**config.mk**
```make
export PLATFORM = sky130hd
export DESIGN_NAME = charger_control_registers
export DESIGN_NICKNAME = d
export VERILOG_FILES = /design/src/pkg/charger_ctrl_pkg.sv /design/src/rtl/power_on_hold_timer.sv /design/src/rtl/charger_control_registers.sv
export SDC_FILE = /design/constraint.sdc
export NUM_CORES = 1
export LEC_CHECK = 0
export ABC_AREA = 1
export BUFFER_PORTS_ARGS = -buffer_cell sky130_fd_sc_hd__buf_2
export CAP_MARGIN = 20
export CORE_AREA = 2 2 70 85
export CTS_BUF_LIST = sky130_fd_sc_hd__clkbuf_2 sky130_fd_sc_hd__clkbuf_4 sky130_fd_sc_hd__clkbuf_8
export DETAILED_ROUTE_END_ITERATION = 10
export DIE_AREA = 0 0 72 87
export PLACE_DENSITY = 0.82
export SETUP_SLACK_MARGIN = 0.02
export SLEW_MARGIN = 25
export SYNTH_ARGS = -nofsm -noshare
export SYNTH_HDL_FRONTEND = slang
export SYNTH_SLANG_ARGS = --single-unit
```
**constraint.sdc**
```tcl
create_clock -name sys_clk -period 2 [get_ports sys_clk]
set_clock_uncertainty 0.15 [all_clocks]
set_input_delay 0.1 -clock sys_clk [delete_from_list [all_inputs] [get_ports sys_clk]]
set_output_delay 0.1 -clock sys_clk [all_outputs]
set_load 0.01 [all_outputs]
```
**src/pkg/charger_ctrl_pkg.sv**
```systemverilog
// constants, field layouts and state types of the charger control registers
package charger_ctrl_pkg;

  localparam logic [7:0] ADDR_CURRENT_THERMAL = 8'h0b;
  localparam logic [7:0] ADDR_ENABLE_DETECT = 8'h0c;

  localparam logic [7:0] RST_CURRENT_THERMAL = 8'h6b;
  // enable/detect default; the charger_on bit is filled from the pin
  localparam logic [7:0] RST_ENABLE_DETECT = 8'h84;
  localparam int CHARGER_ON_BIT = 4;

  localparam int CLK_MHZ = 250;
  localparam int HOLD_TIME_MS = 63;
  localparam int HOLD_CYCLES = HOLD_TIME_MS * CLK_MHZ * 1000;
  localparam int HOLD_CNT_W = 24;

  typedef struct packed {
    logic reserved;
    logic [1:0] topoff_percent_sel;
    logic [2:0] fast_charge_current_sel;
    logic [1:0] die_temp_threshold_sel;
  } current_thermal_t;

  typedef struct packed {
    logic thermistor_input_on;
    logic presence_result_mask;
    logic presence_source_sel;
    logic charger_on;
    logic enable_pin_mask;
    logic [2:0] termination_current_sel;
  } enable_detect_t;

  typedef struct packed {
    current_thermal_t ctl_a;
    enable_detect_t ctl_b;
    logic [7:0] rdata;
    logic rd_valid;
    logic present_q;
    logic battery_present;
    logic charge_allowed;
    logic power_on_out;
    logic power_on_oe;
  } ctrl_state_t;

  typedef struct packed {
    logic [HOLD_CNT_W-1:0] count;
    logic busy;
  } hold_state_t;

endpackage : charger_ctrl_pkg

```
**src/rtl/power_on_hold_timer.sv**
```systemverilog
// one-shot timer that holds the power-on output released for a fixed time
`timescale 1ns/1ps
module power_on_hold_timer #(
  parameter int CYCLES = charger_ctrl_pkg::HOLD_CYCLES
) (
  input wire logic sys_clk,
  input wire logic reset,
  input wire logic start,
  input wire logic abort,
  output logic busy
);

  localparam logic [charger_ctrl_pkg::HOLD_CNT_W-1:0] LAST =
    charger_ctrl_pkg::HOLD_CNT_W'(CYCLES - 1);

  charger_ctrl_pkg::hold_state_t st_r;
  charger_ctrl_pkg::hold_state_t st_nxt;

  always_comb begin
    st_nxt = st_r;
    if (abort) begin
      st_nxt = '0;
    end else if (start) begin
      // a new detection restarts the full hold
      st_nxt.busy = 1'b1;
      st_nxt.count = LAST;
    end else if (st_r.busy) begin
      if (st_r.count == '0) begin
        st_nxt.busy = 1'b0;
      end else begin
        st_nxt.count = st_r.count - 1'b1;
      end
    end
  end

  always_ff @(posedge sys_clk) begin
    if (reset) begin
      st_r <= '0;
    end else begin
      st_r <= st_nxt;
    end
  end

  assign busy = st_r.busy;

endmodule : power_on_hold_timer

```
**src/rtl/charger_control_registers.sv**
```systemverilog
// charger control registers behind the serial-bus register port
// Operation
// - two-bit die temperature threshold, default 11
// - three-bit fast-charge current code, default 010
// - two-bit top-off percentage of fast charge, default 11
// - three-bit termination current code, default 100
// - pin mask bit3: 0 follows pin, 1 ignores
// - unmasked: charger bit mirrors pin, writes ignored
// - masked: host writes charger on/off bit
// - bit5 picks internal detector or thermistor presence
// - unmasked detection gates charging, holds output 63ms
// - masked detection affects neither output nor charging
// - bit7 turns thermistor input off or on
`timescale 1ns/1ps
module charger_control_registers #(
  parameter int HOLD_CYCLES = charger_ctrl_pkg::HOLD_CYCLES
) (
  input wire logic sys_clk,
  input wire logic reset,
  input wire logic usb_valid,
  input wire logic [7:0] reg_addr,
  input wire logic [7:0] reg_wdata,
  input wire logic reg_wr,
  input wire logic reg_rd,
  output logic [7:0] reg_rdata,
  output logic reg_rd_valid,
  input wire logic external_enable_pin,
  input wire logic internal_presence,
  input wire logic thermistor_presence,
  input wire logic power_on_request,
  output logic [1:0] die_temp_threshold_sel,
  output logic [2:0] fast_charge_current_sel,
  output logic [1:0] topoff_percent_sel,
  output logic [2:0] termination_current_sel,
  output logic charger_on,
  output logic presence_source_sel,
  output logic thermistor_input_on,
  output logic battery_present,
  output logic charge_allowed,
  output logic power_on_output_out,
  output logic power_on_output_oe
);

  charger_ctrl_pkg::ctrl_state_t st_r;
  charger_ctrl_pkg::ctrl_state_t st_nxt;
  logic hold_busy;
  logic presence_sel;
  logic hold_start;

  function automatic logic [7:0] reg_read(
    input logic [7:0] addr,
    input charger_ctrl_pkg::current_thermal_t a,
    input charger_ctrl_pkg::enable_detect_t b
  );
    logic [7:0] d;
    d = 8'h00;
    case (addr)
      charger_ctrl_pkg::ADDR_CURRENT_THERMAL: d = a;
      charger_ctrl_pkg::ADDR_ENABLE_DETECT: d = b;
      default: d = 8'h00;
    endcase
    return d;
  endfunction : reg_read

  // presence source and a rise of it, which starts the hold
  assign presence_sel = st_r.ctl_b.presence_source_sel ?
    thermistor_presence : internal_presence;
  assign hold_start = presence_sel && !st_r.present_q &&
    !st_r.ctl_b.presence_result_mask;

  power_on_hold_timer #(
    .CYCLES(HOLD_CYCLES)
  ) u_hold (
    .sys_clk(sys_clk),
    .reset(reset),
    .start(hold_start),
    .abort(st_r.ctl_b.presence_result_mask),
    .busy(hold_busy)
  );

  always_comb begin
    st_nxt = st_r;
    st_nxt.rd_valid = 1'b0;
    if (reset || !usb_valid) begin
      // power-on and usb-invalid share the same defaults
      st_nxt.ctl_a = charger_ctrl_pkg::RST_CURRENT_THERMAL;
      st_nxt.ctl_b = charger_ctrl_pkg::RST_ENABLE_DETECT;
      st_nxt.rdata = 8'h00;
    end else begin
      if (reg_wr && reg_addr == charger_ctrl_pkg::ADDR_CURRENT_THERMAL) begin
        st_nxt.ctl_a = reg_wdata;
      end
      if (reg_wr && reg_addr == charger_ctrl_pkg::ADDR_ENABLE_DETECT) begin
        st_nxt.ctl_b = reg_wdata;
      end
      if (reg_rd) begin
        st_nxt.rdata = reg_read(reg_addr, st_r.ctl_a, st_r.ctl_b);
        st_nxt.rd_valid = 1'b1;
      end
    end
    // the pin wins over any write while unmasked
    if (!st_nxt.ctl_b.enable_pin_mask) begin
      st_nxt.ctl_b.charger_on = external_enable_pin;
    end
    st_nxt.present_q = presence_sel;
    st_nxt.battery_present = presence_sel;
    // masked detection no longer blocks charging
    st_nxt.charge_allowed = st_r.ctl_b.charger_on &&
      (st_r.ctl_b.presence_result_mask || presence_sel);
    st_nxt.power_on_out = power_on_request;
    st_nxt.power_on_oe = !hold_busy ||
      st_r.ctl_b.presence_result_mask;
  end

  always_ff @(posedge sys_clk) begin
    if (reset) begin
      st_r <= '0;
      st_r.ctl_a <= charger_ctrl_pkg::RST_CURRENT_THERMAL;
      st_r.ctl_b <= charger_ctrl_pkg::RST_ENABLE_DETECT;
    end else begin
      st_r <= st_nxt;
    end
  end

  assign reg_rdata = st_r.rdata;
  assign reg_rd_valid = st_r.rd_valid;
  assign die_temp_threshold_sel = st_r.ctl_a.die_temp_threshold_sel;
  assign fast_charge_current_sel = st_r.ctl_a.fast_charge_current_sel;
  assign topoff_percent_sel = st_r.ctl_a.topoff_percent_sel;
  assign termination_current_sel = st_r.ctl_b.termination_current_sel;
  assign charger_on = st_r.ctl_b.charger_on;
  assign presence_source_sel = st_r.ctl_b.presence_source_sel;
  assign thermistor_input_on = st_r.ctl_b.thermistor_input_on;
  assign battery_present = st_r.battery_present;
  assign charge_allowed = st_r.charge_allowed;
  assign power_on_output_out = st_r.power_on_out;
  assign power_on_output_oe = st_r.power_on_oe;
endmodule : charger_control_registers

```
Yosys cells after proc, flatten, opt, wreduce, memory -nomap -nowiden
Cells that the tools add are included.

operators by class
  reductions and logical operators = 19
  $add $sub $neg = 1
  bitwise logic cells = 1
  equal/unequal tests = 4
  muxes and demuxes = 10

operators with widths
  cell                     count
  $mux W25                 2
  $logic_not A24 Y1        1
  $mux W24                 1
  $sub A24 B1 Y24 const B  1
  $eq A8 B4 Y1 const B     2
  $pmux W8 S2              1
  $mux W13                 1
  $mux W9                  1
  $logic_and A1 B1 Y1      5
  $mux W5                  1
  $logic_not A1 Y1         4
  $reduce_and A2 Y1        2
  $reduce_or A2 Y1         2
  $logic_or A1 B1 Y1       3
  $mux W1                  3
  $ne A3 B1 Y1 const B     1
  $reduce_or A3 Y1         1
  $ne A2 B2 Y1 const B     1
  $reduce_bool A2 Y1       1
  $not A1 Y1               1

word-level totals
  flip-flop bits (word level) = 54
  logic and storage cells = 54

Depth between registers and ports, before layout
  depth in word-level cells = 5
  mapped depth = 11
  depth with buffers taken out = 11

By module
A second synthesis with hierarchy kept.

unflattened totals
  cells, all modules = 447
  area, all modules = 3101.7 µm²

by module, submodules not included
  module                     area each (µm²)  instances  cells an instance
  power_on_hold_timer        1681.6           1          267
  charger_control_registers  1420.1           1          180

Worst setup path before layout
OpenSTA, ideal clock, no wires.

  path kind = reg-to-reg
  from = register u_hold.st_r[1] (netlist name)
  to = register u_hold.st_r[21] (netlist name)
  path buffers = 0
  cell stages (with the launch flop) = 12
  slack = 398 ps
  arrival = 1343 ps
  cells stage by stage = dfxtp_1 inv_1 ha_1 nand2_1 nor2_4 nand3_1 nor2_1 nand3_1 nand2_1 nand3_1 nand2_1 inv_1

on the way
  word-level cells in the longest chain between the ends = 4
  elaborated cells between the ends (all ways) = 7

ends and longest elaborated chain
  what                    RTL line                   RTL
  from (decl)             power_on_hold_timer.sv:16  charger_ctrl_pkg::hold_state_t st_r;
  from (signal assigned)  power_on_hold_timer.sv:40  st_r <= st_nxt;
  $sub A24 B1 Y24         power_on_hold_timer.sv:31  st_nxt.count = st_r.count - 1'b1;
  $mux W24                power_on_hold_timer.sv:28  if (st_r.count == '0) begin
  $mux W25                power_on_hold_timer.sv:27  end else if (st_r.busy) begin
  $mux W25                power_on_hold_timer.sv:23  end else if (start) begin

Several ways; a longest one is shown, not always the timed one. The select of a mux whose other input is x is not followed.
A chain may end at the register's enable or synchronous reset.

Worst setup path in the final report
  from = register u_hold.st_r[1] (netlist name)
  to = register u_hold.st_r[17] (netlist name)

on the way
  word-level cells in the longest chain between the ends = 3
  elaborated cells between the ends (all ways) = 4

ends and longest elaborated chain
  what
  branches (longest 3 deep; another with $sub A24 B1 Y24)

Parallel ways; which one is timed is not known.

==> impl_metrics.env <==
export IMPL_yosys_area_top_type="dfxtp_1"
export IMPL_grt_max_degree=19
export IMPL_worstHoldPathType="primary input to flip-flop"
export IMPL_clkTransAtPathRegs_ns=0.11
export IMPL_vias=2934
export IMPL_final_cell_mix="nand2_1, nor2_1, inv_1"
export IMPL_reg2reg_to="u_hold.st_r[17]"
export IMPL_drtIter0Drc=216
export IMPL_path_max_fanout=16
export IMPL_crit_buf_inv=2
export IMPL_hold_viol=0
export IMPL_n_fill_cell=489
export IMPL_period_needed_ns=1.78
export IMPL_place_congestion=0.965
export IMPL_p_per_area_nw_per_um2=699
export IMPL_grt_pass1_vias=2885
export IMPL_final_common_cell="nand2_1"
export IMPL_rsz0062_at_grt="false"
export IMPL_endpoint_kind="flip-flop"
export IMPL_synth_top_area_frac=0.370
export IMPL_via_per_inst=5.30
export IMPL_r2r_slack_ns=0.22
export IMPL_max_vdd_ir_drop_uv=513
export IMPL_critPathLaunchType="flip-flop"
export IMPL_max_slew_margin=0.726
export IMPL_core_um2=5520
export IMPL_fmax_mhz=562
export IMPL_finalWirelength_um=7110
export IMPL_avgRoutedWirePerCell_um=12.8
export IMPL_grt_pass1_wl_um=12200
export IMPL_dp_cells=532
export IMPL_clock_root_buffer="clkbuf_8"
export IMPL_start_util=0.530
export IMPL_hold_path_depth=4
export IMPL_cts_sinks=54
export IMPL_required_ns=2.05
export IMPL_status="complete, no violations"
export IMPL_regToRegStartpoint="u_hold.st_r[1]"
export IMPL_cp_slowest_cell="dfxtp_1"
export IMPL_post_route_util=0.617
export IMPL_port_buffers=50
export IMPL_drc=0
export IMPL_htreeDepth=2
export IMPL_synth_cell_types=30
export IMPL_ant_nets=0
export IMPL_grt_use_total=0.244
export IMPL_antenna_found_initial=0
export IMPL_post_cts_buffers=0
export IMPL_layout_drive_gt1_share=0.180
export IMPL_cts_buffers=5
export IMPL_critPathMaxStageDelay_ns=0.32
export IMPL_clk_latency_ns=0.32
export IMPL_finalNetCount=516
export IMPL_ys_warn_count=0
export IMPL_slew_viol_final=0
export IMPL_die_w_um=72
export IMPL_syn_area_um2=2920
export IMPL_grt_overflow=0
export IMPL_worstMarginPinSlew_ns=0.411
export IMPL_finalSetupViolCount=0
export IMPL_syn_nets=462
export IMPL_min_to="reg_rdata[1]"
export IMPL_final_cell_count_no_fill=554
export IMPL_fin_crit_sh=0.890
export IMPL_cts_tree="done"
export IMPL_holdCritStartpoint="reg_rd"
export IMPL_syn_area_per_cell_um2=6.72
export IMPL_r2r_worst_path_cells=9
export IMPL_path_common_cell="inv_1"
export IMPL_first_pass_iters=5
export IMPL_row_count=30
export IMPL_drv_cap=0
export IMPL_fin_setup_tns_ns=0
export IMPL_layout_setup_ws_ns=0.220
export IMPL_syn_inst=435
export IMPL_area_growth_synth_to_final_pct=16.4
export IMPL_die_height_um=87
export IMPL_ys_seq_area_frac=0.370
export IMPL_leakagePower_nw=1.75
export IMPL_synth_seq_cells=54
export IMPL_worstPathCellList="inv_1 -> ha_1 -> nand2_2 -> nor2_4 -> nand3_4 -> nand2_4 -> inv_1 -> nand2_1 -> a21oi_1"
export IMPL_dpl_worst_slack_ns=0.238
export IMPL_dieArea_um2=6260
export IMPL_io_pins=51
export IMPL_n_antenna_cell=0
export IMPL_clk_path_buf_depth=2
export IMPL_cp_data_arrival_time_ns=1.83
export IMPL_criticalPathCategory="flip-flop to flip-flop"
export IMPL_dp_hpwl_um=5140
export IMPL_crit_family="simple AND/OR/NAND/NOR gates"
export IMPL_yosys_top_cells_area="dfxtp_1, nand2_1, nor2_1"
-- logic make-up after synthesis --
group                    synth area share
adder cells (fa/ha/maj)           0.00856
XOR/XNOR                           0.0330
AND/OR/NAND/NOR                     0.346
flip-flops                          0.370
buffers and inverters               0.144
AO/OA/AOI/OAI                      0.0985
-- cells in the mapped netlist, drive strengths merged --
master,n
and2,1
nor2,78
nand2,97
a21boi,1
o211ai,3
dfxtp,54
nand4,14
xor2,5
a31oi,1
buf,22
a21o,5
nand3,33
nand3b,2
nor4,1
xnor2,6
o21bai,2
o21ai,21
inv,65
a21oi,18
ha,2
clkbuf,4
-- cell type report --
class | count | area [µm²] | share of cell area
Tap cell | 64 | 80.1 | 0.0235
Timing Repair Buffer | 73 | 458 | 0.135
Clock inverter | 3 | 47.5 | 0.0140
Inverter | 65 | 244 | 0.0717
Sequential cell | 54 | 1080 | 0.318
Multi-Input combinational cell | 290 | 1420 | 0.418
Clock buffer | 5 | 68.8 | 0.0202
-- flip-flops by register name, indices dropped and copies added, names as in the netlist --
| name | cells |
|---|---|
| battery_present | 1 |
| charge_allowed | 1 |
| charger_on | 1 |
| die_temp_threshold_sel | 2 |
| fast_charge_current_sel | 3 |
| power_on_output_oe | 1 |
| power_on_output_out | 1 |
| presence_source_sel | 1 |
| reg_rd_valid | 1 |
| reg_rdata | 8 |
| st_r | 3 |
| termination_current_sel | 3 |
| thermistor_input_on | 1 |
| topoff_percent_sel | 2 |
| u_hold.busy | 1 |
| u_hold.st_r | 24 |
-- routing by layer --
metal | GRT usage | share of wire | vias up
met4 | 0.120 | 0.025 | 0
met3 | 0.0428 | 0.058 | 19
met2 | 0.456 | 0.53 | 128
met5 | 0 | 0 | -
met1 | 0.260 | 0.39 | 1327
li1 | - | - | 1460
-- worst register-to-register path, stage by stage, from the launching register on --
cell     delay (ns)
dfxtp_1        0.32
inv_1          0.13
ha_1           0.18
nand2_2        0.07
nor2_4         0.12
nand3_4        0.19
nand2_4        0.22
inv_1          0.14
nand2_1        0.10
a21oi_1        0.07
-- power breakdown --
group,leakage (nW),switching [W],internal [W],total (W)
Sequential,0.442,0.0000460,0.00112,0.00116
Combinational,1.25,0.000275,0.000180,0.000455
Clock,0.0591,0.000379,0.000382,0.000761
-- how the worst max path moves through the flow --
stage	from	endpoint	cells past startpoint	slack, ns
final	u_hold.st_r[1]	u_hold.st_r[17]	9	0.22
after global placement	u_hold.st_r[1]	u_hold.st_r[21]	11	0.30
after detailed placement	u_hold.st_r[1]	u_hold.st_r[21]	11	0.24
after floorplan	u_hold.st_r[1]	u_hold.st_r[21]	11	0.40
after global routing	u_hold.st_r[1]	u_hold.st_r[21]	11	0.03
after CTS	u_hold.st_r[1]	u_hold.st_r[21]	11	0.21
-- per-stage QoR --
stage | power, W | hold WS (ns) | instance area [µm²]
5_1_grt | 0.00250 | 0.0215 | 3400
2_1_floorplan | 0.00150 | 0.0191 | 2920
6_report | 0.00238 | 0.0204 | 3400
4_1_cts | 0.00239 | 0.00703 | 3400
3_5_place_dp | 0.00161 | 0.159 | 3140
3_3_place_gp | 0.00160 | 0.150 | 3140
-- what timing repair did --
item,4_1_cts,5_1_grt
setup endpoints to repair,0,2
hold endpoints to repair,20,0
gates resized for setup,0,1
hold buffers,14,0
(Power assumes the default switching activity.)
